File: config.mk
export PLATFORM = sky130hd
export DESIGN_NAME = ccp_timebase_select
export DESIGN_NICKNAME = d
export VERILOG_FILES = /design/src/logic/timebase_select_pkg.sv /design/src/logic/ccp_timebase_select.sv
export SDC_FILE = /design/constraint.sdc
export NUM_CORES = 1
export LEC_CHECK = 0
export BUFFER_PORTS_ARGS = -buffer_cell sky130_fd_sc_hd__buf_2
export CORE_ASPECT_RATIO = 0.9
export CORE_MARGIN = 1
export CORE_UTILIZATION = 46
export CTS_CLUSTER_DIAMETER = 60
export CTS_CLUSTER_SIZE = 28
export DETAILED_ROUTE_END_ITERATION = 6
export GPL_ROUTABILITY_DRIVEN = 0
export PLACE_DENSITY = 0.79
export SLEW_MARGIN = 20
export SYNTH_ARGS = -nofsm -noshare
export SYNTH_HDL_FRONTEND = slang
export SYNTH_SLANG_ARGS = --single-unit
File: constraint.sdc
create_clock -name sys_clk -period 1.2 [get_ports sys_clk]
set_clock_uncertainty 0.15 [all_clocks]
set_input_delay 0.18 -clock sys_clk [delete_from_list [all_inputs] [get_ports sys_clk]]
set_output_delay 0.18 -clock sys_clk [all_outputs]
set_load 0.005 [all_outputs]
File: src/logic/timebase_select_pkg.sv
// constants for the ten-unit capture/compare/pwm timebase selection block
//
// Function
// [RULE_01] unit 4 pwm: 00 t2, 01 t4, 10 t6
// [RULE_02] unit 3 capture/compare: low bit t1/t3
// [RULE_03] unit 3 pwm: 00 t2, 01 t4, 10 t6
// [RULE_04] unit 2 capture/compare: low bit t1/t3
// [RULE_05] unit 2 pwm: 00 t2, 01 t4, 10 t6
// [RULE_06] unit 1 capture/compare: low bit t1/t3
// [RULE_07] unit 1 pwm: 00 t2, 01 t4, 10 t6
// [RULE_08] unit 8 capture/compare: low bit t1/t5
// [RULE_09] unit 8 pwm: 00 t2, 01 t8, 10 t10
// [RULE_10] unit 7 capture/compare: low bit t1/t5
// [RULE_11] unit 7 pwm: 00 t2, 01 t6, 10 t8
// [RULE_12] unit 6 capture/compare: low bit t1/t5
// [RULE_13] unit 6 pwm: 00 t2, 01 t6, 10 t8
// [RULE_14] unit 5 capture/compare: low bit t1/t5
// [RULE_15] unit 5 pwm: 00 t2, 01 t6, 10 t8
// [RULE_16] unit 10 capture/compare: low bit t1/t5
// [RULE_17] unit 10 pwm: 00 t2, 01 t8, 10 t10
// [RULE_18] unit 9 capture/compare: low bit t1/t5
// [RULE_19] unit 9 pwm: 00 t2, 01 t8, 10 t10
// [RULE_20] register 2 upper nibble unstored, reads zero
// [RULE_21] selectors read/write, cleared by every reset
// [RULE_22] unit 4 capture/compare: low bit t1/t3
// [RULE_23] mode field picks off, capture, compare, pwm
// [RULE_24] reserved pwm code routes no timer
package timebase_select_pkg;

    localparam int unsigned NUM_UNITS  = 10;
    localparam int unsigned ADDR_W     = 2;
    localparam int unsigned DATA_W     = 8;
    localparam int unsigned SEL_W      = 2;
    localparam int unsigned MODE_W     = 4;

    // register offsets on the plain register port
    localparam logic [1:0] ADDR_SEL_0  = 2'h0;
    localparam logic [1:0] ADDR_SEL_1  = 2'h1;
    localparam logic [1:0] ADDR_SEL_2  = 2'h2;

    localparam logic [7:0] RESET_SEL   = 8'h00;
    localparam logic [7:0] SEL_2_MASK  = 8'h0f;

    // selector codes
    localparam logic [1:0] SEL_PWM_A   = 2'h0;
    localparam logic [1:0] SEL_PWM_B   = 2'h1;
    localparam logic [1:0] SEL_PWM_C   = 2'h2;

    // mode field codes
    localparam logic [3:0] MODE_OFF    = 4'h0;
    localparam logic [3:0] MODE_CMP_TG = 4'h2;

    // one-hot timer route codes: bit n set means timer n+1
    localparam int unsigned ROUTE_W    = 10;
    localparam logic [9:0] ROUTE_NONE  = 10'h000;
    localparam logic [9:0] ROUTE_T1    = 10'h001;
    localparam logic [9:0] ROUTE_T2    = 10'h002;
    localparam logic [9:0] ROUTE_T3    = 10'h004;
    localparam logic [9:0] ROUTE_T4    = 10'h008;
    localparam logic [9:0] ROUTE_T5    = 10'h010;
    localparam logic [9:0] ROUTE_T6    = 10'h020;
    localparam logic [9:0] ROUTE_T8    = 10'h080;
    localparam logic [9:0] ROUTE_T10   = 10'h200;

    // decoded operating class of a unit, one-hot
    typedef enum logic [3:0] {
        CLASS_OFF     = 4'b0001,
        CLASS_CAPTURE = 4'b0010,
        CLASS_COMPARE = 4'b0100,
        CLASS_PWM     = 4'b1000
    } unit_class_e;

endpackage

File: src/logic/ccp_timebase_select.sv
// timer source selection for ten capture/compare/pwm units
`timescale 1ns/100ps
module ccp_timebase_select
(
    // clock and reset
    input  wire logic        sys_clk,
    input  wire logic        rst_n,
    // register port
    input  wire logic [1:0]  addr,
    input  wire logic [7:0]  wdata,
    input  wire logic        wr_stb,
    input  wire logic        rd_stb,
    output logic      [7:0]  rdata,
    // mode fields of the units, unit n at bits 4n+3..4n
    input  wire logic [39:0] unit_mode_field,
    // per unit one-hot timer route, unit n at bits 10n+9..10n
    output logic      [99:0] unit_timer_route,
    // per unit pwm output permitted (valid timer in pwm mode)
    output logic      [9:0]  unit_pwm_enable
);

    // ---- decode helpers ----

    // classify a unit's mode field
    function automatic timebase_select_pkg::unit_class_e classify(input logic [3:0] mode);
        if (mode[3:2] == 2'b11)
            classify = timebase_select_pkg::CLASS_PWM;              // see [RULE_23]
        else if (mode[3:2] == 2'b01)
            classify = timebase_select_pkg::CLASS_CAPTURE;          // see [RULE_23]
        else if (mode[3:2] == 2'b10 || mode == timebase_select_pkg::MODE_CMP_TG)
            classify = timebase_select_pkg::CLASS_COMPARE;          // see [RULE_23]
        else
            classify = timebase_select_pkg::CLASS_OFF;              // off and reserved codes
    endfunction

    // pwm selector to route; code 00 is always timer 2, the other two choices differ per unit group
    function automatic logic [9:0] pwm_route(input logic [1:0] sel,
                                             input logic [9:0] route_b,
                                             input logic [9:0] route_c);
        unique case (sel)
            timebase_select_pkg::SEL_PWM_A: pwm_route = timebase_select_pkg::ROUTE_T2;
            timebase_select_pkg::SEL_PWM_B: pwm_route = route_b;
            timebase_select_pkg::SEL_PWM_C: pwm_route = route_c;
            default:                        pwm_route = timebase_select_pkg::ROUTE_NONE; // see [RULE_24]
        endcase
    endfunction

    // ---- selection registers ----

    logic [7:0] sel_reg0;
    logic [7:0] sel_reg1;
    logic [3:0] sel_reg2;   // upper nibble has no storage, see [RULE_20]

    wire        wr_sel0 = wr_stb && (addr == timebase_select_pkg::ADDR_SEL_0);
    wire        wr_sel1 = wr_stb && (addr == timebase_select_pkg::ADDR_SEL_1);
    wire        wr_sel2 = wr_stb && (addr == timebase_select_pkg::ADDR_SEL_2);

    // software writes; every reset clears the fields
    always_ff @(posedge sys_clk or negedge rst_n)
    begin
        if (!rst_n)
        begin
            sel_reg0 <= timebase_select_pkg::RESET_SEL;                  // see [RULE_21]
            sel_reg1 <= timebase_select_pkg::RESET_SEL;                  // see [RULE_21]
            sel_reg2 <= timebase_select_pkg::RESET_SEL[3:0];             // see [RULE_21]
        end
        else
        begin
            if (wr_sel0)
                sel_reg0 <= wdata;                                       // see [RULE_21]
            if (wr_sel1)
                sel_reg1 <= wdata;                                       // see [RULE_21]
            if (wr_sel2)
                sel_reg2 <= wdata[3:0];                                  // see [RULE_20]
        end
    end

    // read mux; unmapped offset reads zero
    logic [7:0] next_rdata;
    always_comb
    begin
        unique case (addr)
            timebase_select_pkg::ADDR_SEL_0: next_rdata = sel_reg0;      // see [RULE_21]
            timebase_select_pkg::ADDR_SEL_1: next_rdata = sel_reg1;      // see [RULE_21]
            timebase_select_pkg::ADDR_SEL_2: next_rdata = {4'h0, sel_reg2} &
                                                         timebase_select_pkg::SEL_2_MASK; // see [RULE_20]
            default:                         next_rdata = 8'h00;
        endcase
    end

    // read data stands only in the cycle after the strobe
    always_ff @(posedge sys_clk or negedge rst_n)
    begin
        if (!rst_n)
            rdata <= 8'h00;
        else if (rd_stb)
            rdata <= next_rdata;
        else
            rdata <= 8'h00;
    end

    // ---- per unit routing ----

    // all selector fields gathered, unit n at bits 2n+1..2n
    wire [19:0] sel_all = {sel_reg2, sel_reg1, sel_reg0};

    // per-unit alternatives: units 1-4 use timers 3/4/6, 5-7 use 5/6/8, 8-10 use 5/8/10
    logic [99:0] next_route;
    logic [9:0]  next_pwm_en;

    genvar u;
    generate
        for (u = 0; u < 10; u = u + 1)
        begin : g_unit
            wire [1:0] sel = sel_all[2*u +: 2];
            wire timebase_select_pkg::unit_class_e cls = classify(unit_mode_field[4*u +: 4]);
            // capture/compare second timer: timer 3 for units 1-4, timer 5 after
            wire [9:0] cc_alt  = (u < 4) ? timebase_select_pkg::ROUTE_T3
                                         : timebase_select_pkg::ROUTE_T5;
            // pwm choices for codes 01 and 10
            wire [9:0] pwm_b   = (u < 4) ? timebase_select_pkg::ROUTE_T4 :
                                 (u < 7) ? timebase_select_pkg::ROUTE_T6 :
                                           timebase_select_pkg::ROUTE_T8;
            wire [9:0] pwm_c   = (u < 4) ? timebase_select_pkg::ROUTE_T6 :
                                 (u < 7) ? timebase_select_pkg::ROUTE_T8 :
                                           timebase_select_pkg::ROUTE_T10;
            // high bit ignored outside pwm
            wire [9:0] cc_rt   = sel[0] ? cc_alt : timebase_select_pkg::ROUTE_T1;
            // units 1-4 pwm, see [RULE_01] [RULE_03] [RULE_05] [RULE_07]
            // units 5-7 pwm, see [RULE_11] [RULE_13] [RULE_15]
            // units 8-10 pwm, see [RULE_09] [RULE_17] [RULE_19]
            wire [9:0] pwm_rt  = pwm_route(sel, pwm_b, pwm_c);
            // capture/compare units 1-4, see [RULE_02] [RULE_04] [RULE_06] [RULE_22]
            // capture/compare units 5-8, see [RULE_08] [RULE_10] [RULE_12] [RULE_14]
            // capture/compare units 9-10, see [RULE_16] [RULE_18]
            wire is_cc  = (cls == timebase_select_pkg::CLASS_CAPTURE) ||
                          (cls == timebase_select_pkg::CLASS_COMPARE);
            wire is_pwm = (cls == timebase_select_pkg::CLASS_PWM);
            assign next_route[10*u +: 10] = is_cc  ? cc_rt :
                                            is_pwm ? pwm_rt :
                                            timebase_select_pkg::ROUTE_NONE; // see [RULE_23]
            // reserved code keeps the pwm output quiet
            assign next_pwm_en[u] = is_pwm && (sel != 2'b11);           // see [RULE_24]
        end
    endgenerate

    // registered outputs; one cycle latency after a mode change, two cycles after a write strobe
    always_ff @(posedge sys_clk or negedge rst_n)
    begin
        if (!rst_n)
        begin
            unit_timer_route <= '0;
            unit_pwm_enable  <= '0;
        end
        else
        begin
            unit_timer_route <= next_route;
            unit_pwm_enable  <= next_pwm_en;
        end
    end

endmodule

# Word level (Yosys, flattened, before mapping)
# Cells that the tools add are included.
dict set report word_totals {
  input_bits 54
  word_cells 224
  regBits 138
}
dict set report op_classes {
  mux 72
  n_reduce_logical 44
  eq_ne 102
}
# op n
set op_table {}
lappend op_table {{$mux W10} 20}
lappend op_table {{$pmux W8 S3} 4}
lappend op_table {{$pmux W10 S3} 3}
lappend op_table {{$eq A4 B2 Y1 const B} 20}
lappend op_table {{$mux W3} 24}
lappend op_table {{$pmux W6 S3} 4}
lappend op_table {{$eq A2 B2 Y1 const B} 31}
lappend op_table {{$eq A2 B1 Y1 const B} 21}
lappend op_table {{$eq A4 B3 Y1 const B} 10}
lappend op_table {{$eq A4 B4 Y1 const B} 10}
lappend op_table {{$mux W4} 10}
lappend op_table {{$mux W5} 6}
lappend op_table {{$logic_not A2 Y1} 11}
lappend op_table {{$logic_or A1 B1 Y1} 20}
lappend op_table {{$ne A2 B2 Y1 const B} 10}
lappend op_table {{$logic_and A1 B1 Y1} 13}
lappend op_table {{$mux W8} 1}

# Depth between registers and ports, before layout
# Gate-level depths: netlist (run 1).
dict set report logic_depth {
  depth_word 8
  depth_mapped 5
}

# Worst setup path after synthesis (run 1)
# Ideal clock, no wire load.
dict set report synth_path {
  path_type {input port to flip-flop}
  from {input addr[0]}
  to {register sel_reg0[0]}
  path_buffers 1
  arrival_time_ps 983
  path_slack_ps -58
  cell_stages 3
  path_cell_list {buf_6 > nor3b_4 > mux2_2}
}
dict set report synth_between {
  elab_chain_cells 2
}
# item line
set synth_rtl {}
lappend synth_rtl {{from (decl)} ccp_timebase_select.sv:9} ;# input wire logic [1:0] addr,
lappend synth_rtl {{$logic_not A2 Y1} ccp_timebase_select.sv:54} ;# wire wr_sel0 = wr_stb && (addr == timebase_select_pkg::ADDR_SEL_0);
lappend synth_rtl {{$logic_and A1 B1 Y1} ccp_timebase_select.sv:54}
lappend synth_rtl {{to (signal assigned)} ccp_timebase_select.sv:63} ;# sel_reg0 <= timebase_select_pkg::RESET_SEL;
lappend synth_rtl {{to (signal assigned)} ccp_timebase_select.sv:70} ;# sel_reg0 <= wdata;
lappend synth_rtl {{to (decl)} ccp_timebase_select.sv:50} ;# logic [7:0] sel_reg0;
# No other way between the ends.
# A chain may end at the register's enable or synchronous reset.

# Worst setup path in the final report (run 1)
dict set report layout_path {
  from {register rdata[1]}
  to {output rdata[1]}
}
# item line
set layout_rtl {}
lappend layout_rtl {{from (decl)} ccp_timebase_select.sv:13} ;# output logic [7:0] rdata,
lappend layout_rtl {{from (signal assigned)} ccp_timebase_select.sv:97} ;# rdata <= next_rdata;
# No word-level cell between the ends.

==> results.yml, run 1 <==
logic_synthesis:
  yosysWarningCount: 0
  synth_cell_types: 20
  yosysSeqAreaShare: 0.6101
  synthArstFlopShare: 1.000
  synth-main-ff-cell: "dfrtp_1"
  synth.area.top_cells: "dfrtp_1 61%, buf_4 11%, mux2_2 6.2%"
  synth_area_per_cell_um2: 12.45
  syn_inst: 290
  synth_top_area_cell: "dfrtp_1"
  synth-edff-count: 0
  netlist.area_leader.share: 0.6101
  yosys_register_bits: 88
  syn_area_mm2: 0.003610
cells_and_area:
  instances_no_fill: 543
  fill_cells: 630
  final-seq-area_mm2: 0.002202
  fin_nets: 496
  post-route-util: 0.6046
  area_growth_pct: 27.00
  antenna_cells: 0
  multiInputGateArea_mm2: 0.001152
  finalInstanceArea_mm2: 0.004584
  drive_gt1_frac: 0.3826
global_route:
  overflow: 0
  first_global_vias: 2368
  antenna_found_initial: 0
  grt_pass1_wl_um: 10480
  grt.total_usage: 0.1725
  grt_max_degree: 35
timing:
  max_freq_ghz: 0.8320
  rsz0062_at_grt: "yes"
  maxSlewViolCount: 0
  whs_ns: 0.01640
  setup_viol: 2
  timing_hold_violations_final: 0
  finalCriticalPeriod_ns: 1.202
  period_share: 1.002
  setup_ws_ns: -0.001938
place:
  dpl-instance-area_mm2: 0.004255
  dpl.cell_count: 516
  io_buffer_count: 121
  dp_hpwl_um: 5132
worst_setup_path:
  start_kind: "register"
  critPathBufInv: 1
  worstSetupEndpointType: "output pin"
  crit_chain: "buf_2"
  slowest_stage: "dfrtp_1"
  critical-path-top-delay-family: "flip-flops"
  path_class: "register to output pin"
  crit_path_max_incr_delay_ns: 0.39
  cp.arrival_ns: 0.87
  crit_required_ns: 0.87
  path_max_fanout: 1
drt:
  routed_via_density: 4.584
  first_pass_iters: 4
  final_antenna_net_count: 0
  drc_errors: 0
  routed_wl_um: 6773
  drt_iter0_drc: 94
  vias: 2489
  avgRoutedWirePerCell_um: 12.47
clock_tree:
  clk_path_buf_depth: 2
  htree_levels: 3
  cts_buffers: 9
  clock_latency_ns: 0.35
  clockRootBuffer: "clkbuf_8"
  clock-sinks: 88
  post_cts_buffers: 0
  clkTransAtPathRegs_ns: 0.09
  cts-resized-gates: 0
  cts_tree: "done"
pwr:
  power.density_mw_per_mm2: 1482
  leakagePower_nw: 2.525
  ir_drop_mv: 0.6740
floorplan:
  initial_core_util: 0.4761
  core_area_mm2: 0.007582
  die_h_um: 86.04
  die_w_um: 95.38
  die-area_mm2: 0.008206
  io_pins: 172
  rows: 30
run_status:
  violations: "negative setup slack"
  outcome: "complete, but fails checks"
worst_hold_path:
  worstHoldPathType: "input pin to register"
job:
  max_cap_viol_count: 0
metal layers:
metal,global-route usage,up-vias,share of wire
met3,0.07181,7,0.088
met1,0.1891,1178,0.39
met4,0.05292,0,0.012
li1,-,1178,-
met2,0.3026,126,0.50
met5,0,-,0
report_power, final:
| group | switching [W] | total, W | internal [W] |
|---|---|---|---|
| Sequential | 0.000227 | 0.00353 | 0.00330 |
| Combinational | 0.000482 | 0.00108 | 0.000593 |
| Clock | 0.000999 | 0.00219 | 0.00119 |
stage by stage:
stage | setup WS, ns | total power [W] | setup TNS (ns)
3_5_place_dp | -0.1049 | 0.004652 | -1.845
5_1_grt | -0.05471 | 0.007174 | -1.249
4_1_cts | -0.03160 | 0.006890 | -0.09800
3_3_place_gp | -0.07392 | 0.004602 | -1.392
2_1_floorplan | -0.05829 | 0.004166 | -0.4663
6_report | -0.001938 | 0.006793 | -0.002295
layout by cell type, fill, tap and decap left out:
master	Yosys	final
a21oi_1	10	10
and2_1	4	4
and3_1	10	10
and3b_1	10	10
buf_12	0	3
buf_2	0	120
buf_4	52	11
bufinv_16	0	2
clkbuf_1	0	1
clkbuf_8	0	9
clkinv_2	0	1
clkinv_4	0	1
conb_1	1	50
dfrtp_1	88	88
dlygate4sd3_1	0	11
inv_1	10	10
inv_6	0	2
mux2_2	20	20
mux2i_1	8	8
nand2_1	10	10
nand2b_1	1	1
nand3b_1	5	5
nand3b_2	1	1
nor2_1	14	14
nor3_1	10	10
nor3b_1	20	20
nor3b_4	1	1
o21ai_0	14	14
final timing paths:
check	slack (ns)	endpoint	startpoint	cells past startpoint
min	0.02	unit_timer_route[11]	unit_mode_field[7]	3
max in group asynchronous	0.27	unit_timer_route[44]	rst_n	3
min reg2reg	0.39	unit_timer_route[55]	sel_reg1[3]	1
min in group asynchronous	0.13	unit_timer_route[55]	rst_n	2
max reg2reg	0.11	rdata[3]	sel_reg1[3]	3
max	-0.002	rdata[1]	rdata[1]	1
cell type report:
type                       count  area share
sequential                    88      0.4803
multi-input combinational    188      0.2514
timing repair buffer         145      0.1861
clock buffer                  10     0.02784
tap                           96     0.02620
clock inverter                 6     0.01992
inverter                      10    0.008188
kinds of logic after synthesis:
kind of cell | share of synthesized area
mux | 0.08458
simple gates | 0.1494
compound gates | 0.03328
buf+inv | 0.1217
flops | 0.6101
other cells | 0.001039
repair_timing:
item | in CTS | in global routing
setup endpoints to repair | 11 | 64
hold buffers | 11 | 0
hold endpoints to repair | 113 | 0
state kept, by name, indices dropped and copies added (netlist names):
signal and cells:
rdata 8, sel_reg0 8, sel_reg1 8, sel_reg2 4, unit_pwm_enable 10, unit_timer_route 50
synthesized netlist by cell type (10+ instances only):
| master | number |
|---|---|
| a21oi_1 | 10 |
| and3_1 | 10 |
| and3b_1 | 10 |
| buf_4 | 52 |
| dfrtp_1 | 88 |
| inv_1 | 10 |
| mux2_2 | 20 |
| nand2_1 | 10 |
| nor2_1 | 14 |
| nor3_1 | 10 |
| nor3b_1 | 20 |
| o21ai_0 | 14 |
Power figures use the tool's default switching activity.
==> run 2: changes to the inputs <==
--- a/config.mk
+++ b/config.mk
@@ -5,6 +5,7 @@
 export SDC_FILE = /design/constraint.sdc
 export NUM_CORES = 1
 export LEC_CHECK = 0
+export ABC_AREA = 1
 export BUFFER_PORTS_ARGS = -buffer_cell sky130_fd_sc_hd__buf_2
 export CORE_ASPECT_RATIO = 0.9
 export CORE_MARGIN = 1
@@ -14,6 +15,7 @@
 export DETAILED_ROUTE_END_ITERATION = 6
 export GPL_ROUTABILITY_DRIVEN = 0
 export PLACE_DENSITY = 0.79
+export SETUP_SLACK_MARGIN = 0.15
 export SLEW_MARGIN = 20
 export SYNTH_ARGS = -nofsm -noshare
 export SYNTH_HDL_FRONTEND = slang
==> run 2 against run 1 <==
The flow still finishes with violations (negative setup slack). Final area grew 4.0%. Worst hold slack lost 0.0074 ns. Sequential share of layout area shrank 1.7 points. Sequential cell count is the same. Clock-buffer cell count shrank 1. Routed wire length grew 11%. Area after synthesis grew 2.4%. Core utilization grew 1.8 points. Fmax shrank 2.3%. Combinational power shrank 9%. Via count grew 15%. Register-to-register slack gained 0.09 ns. Critical path type unchanged. Largest power group unchanged.
==> results.yml, run 2 <==
run_status:
  outcome: "complete, but fails checks"
  violations: "negative setup slack"
clock_tree:
  clockRootBuffer: "clkbuf_8"
  cts_tree: "done"
  clock-sinks: 88
  clock_latency_ns: 0.36
  clk_path_buf_depth: 2
  cts_buffers: 9
  post_cts_buffers: 0
  htree_levels: 3
  clkTransAtPathRegs_ns: 0.09
worst_hold_path:
  worstHoldStart: "unit_mode_field[0]"
  worstHoldPathType: "input pin to register"
  hold_depth: 4
  min_to: "unit_timer_route[2]"
drt:
  routed_via_density: 4.404
  drt_iter0_drc: 72
  routed_wl_um: 7494
  first_pass_iters: 4
  final_antenna_net_count: 0
  avgRoutedWirePerCell_um: 11.56
  vias: 2854
  drc_errors: 0
pwr:
  ir_drop_mv: 0.7448
  p_switching_w: 0.001834
  leakagePower_nw: 2.749
  power.density_mw_per_mm2: 1327
  sequentialPowerShare: 0.555
  intPower_w: 0.004489
  power.total_w: 0.006323
  clkPwrFrac: 0.291
  power_frac_comb: 0.155
  swShare: 0.2901
global_route:
  grt_max_degree: 51
  grt_pass1_wl_um: 11710
  grt.total_usage: 0.1888
  overflow: 0
  antenna_found_initial: 0
  first_global_vias: 2585
cells_and_area:
  top_regs: "unit_timer_route x50, unit_pwm_enable x10"
  finalInstanceArea_mm2: 0.004766
  top_register: "unit_timer_route"
  final_cell_mix: "120 x buf_2, 82 x dfrtp_1, 61 x nand2_1, 54 x inv_1, 50 x conb_1"
  drive_gt1_frac: 0.3025
  largest_reg_flops: 50
  final_common_cell: "buf_2"
  antenna_cells: 0
  fin_nets: 601
  area_growth_pct: 28.94
  fill_cells: 633
  instances_no_fill: 648
place:
  dpl.cell_count: 601
  dp_hpwl_um: 5447
  dpl-instance-area_mm2: 0.004254
  io_buffer_count: 121
logic_synthesis:
  netlist_top_cells_count: "88 x dfrtp_1, 64 x nand2_1, 54 x inv_1"
  syn_inst: 384
  synth_top_area_cell: "dfrtp_1"
  synth.most_common_cell: "dfrtp_1"
  syn_area_mm2: 0.003696
  synth.area.top_cells: "dfrtp_1 60%, buf_4 10%, nand2_1 6.5%"
  synth_area_per_cell_um2: 9.625
  synthArstFlopShare: 1.000
  yosysSeqAreaShare: 0.5958
  synth_cell_types: 17
  yosys_register_bits: 88
  synth-edff-count: 0
  yosysWarningCount: 0
  synth-main-ff-cell: "dfrtp_1"
  netlist.area_leader.share: 0.5958
worst_setup_path:
  start_kind: "register"
  cp.arrival_ns: 0.90
  slowest_stage: "dfrtp_1"
  crit_chain: "buf_2"
  r2r_slack_ns: 0.20
  r2r_start: "sel_reg1[4]"
  r2r-end: "unit_timer_route[65]"
  worst-r2r-cell-count: 2
  critPathBufInv: 1
  crit_required_ns: 0.87
  worstSetupEndpointType: "output pin"
  path_max_fanout: 1
  critical-path-top-delay-family: "flip-flops"
  crit_path_max_incr_delay_ns: 0.40
  path_class: "register to output pin"
timing:
  finalCriticalPeriod_ns: 1.231
  max_freq_ghz: 0.8127
  whs_ns: 0.008986
  maxSlewViolCount: 0
  timing_hold_violations_final: 0
  period_share: 1.025
  setup_ws_ns: -0.03051
  rsz0062_at_grt: "yes"
  final.setup.tns_ns: -0.05127
  setup_viol: 2
floorplan:
  core_area_mm2: 0.007657
  die-area_mm2: 0.008398
  die_h_um: 87.04
  die_w_um: 96.49
  io_pins: 172
  initial_core_util: 0.4827
  rows: 30
job:
  max_cap_viol_count: 0
run 2: what timing repair did:
action / in CTS / in global routing
pin swaps: 0 / 3
resized for setup: 0 / 15
hold buffers: 28 / 3
hold endpoints to repair: 141 / 9
setup endpoints to repair: 68 / 80
run 2: how the worst max path moves through the flow:
stage	from	end	slack (ns)	cells after the start
2_1_floorplan	addr[1]	sel_reg0[6]	0.14	6
3_3_place_gp	addr[0]	sel_reg1[1]	0.08	6
3_5_place_dp	addr[0]	sel_reg1[0]	0.03	6
4_1_cts	rdata[7]	rdata[7]	-0.04	1
5_1_grt	rdata[7]	rdata[7]	-0.07	1
6_report	rdata[7]	rdata[7]	-0.03	1
run 2: cells by family after synthesis:
group | count (synthesis) | synth area share
AOI/OAI and AO/OA | 44 | 0.06771
buffers and inverters | 108 | 0.1672
DFF | 88 | 0.5958
other | 1 | 0.001015
and+or+nand+nor | 143 | 0.1682
run 2: per-stage QoR:
stage	util	setup slack (ns)
2_1_floorplan	-	0.1387
3_3_place_gp	0.5556	0.07931
3_5_place_dp	0.5556	0.03440
4_1_cts	0.6154	-0.04424
5_1_grt	0.6224	-0.06988
6_report	0.6224	-0.03051
run 2: power groups by stage:
stage / clock network (W) / logic (W) / registers [W]
after floorplan: 0 / 0.000549 / 0.00353
after CTS: 0.00190 / 0.000967 / 0.00350
after detailed placement: 0 / 0.000896 / 0.00356
after global placement: 0 / 0.000860 / 0.00355
final: 0.00184 / 0.000978 / 0.00351
after global routing: 0.00204 / 0.00112 / 0.00355
run 2: cell type report:
type / instances / area, um2 / share of cell area
multi-input combinational: 237 / 1076 / 0.2258
timing repair buffer: 156 / 973.4 / 0.2043
inverter: 55 / 209.0 / 0.04384
clock inverter: 7 / 53.80 / 0.01129
tap: 96 / 120.1 / 0.02520
clock buffer: 9 / 123.9 / 0.02599
sequential: 88 / 2210 / 0.4636
run 2: worst reg2reg max path: cells and delay by family, from the launching register on:
family	cells	cell delay, ns
buf+inv	1	0.09
flops	1	0.42
simple gates	1	0.24
run 2: layer usage:
metal,GRT usage,wire length [um],part of all wire
met4,0.05615,102,0.014
met5,0,0,0
met3,0.07155,596,0.080
met2,0.3291,3860,0.52
met1,0.2140,2935,0.39
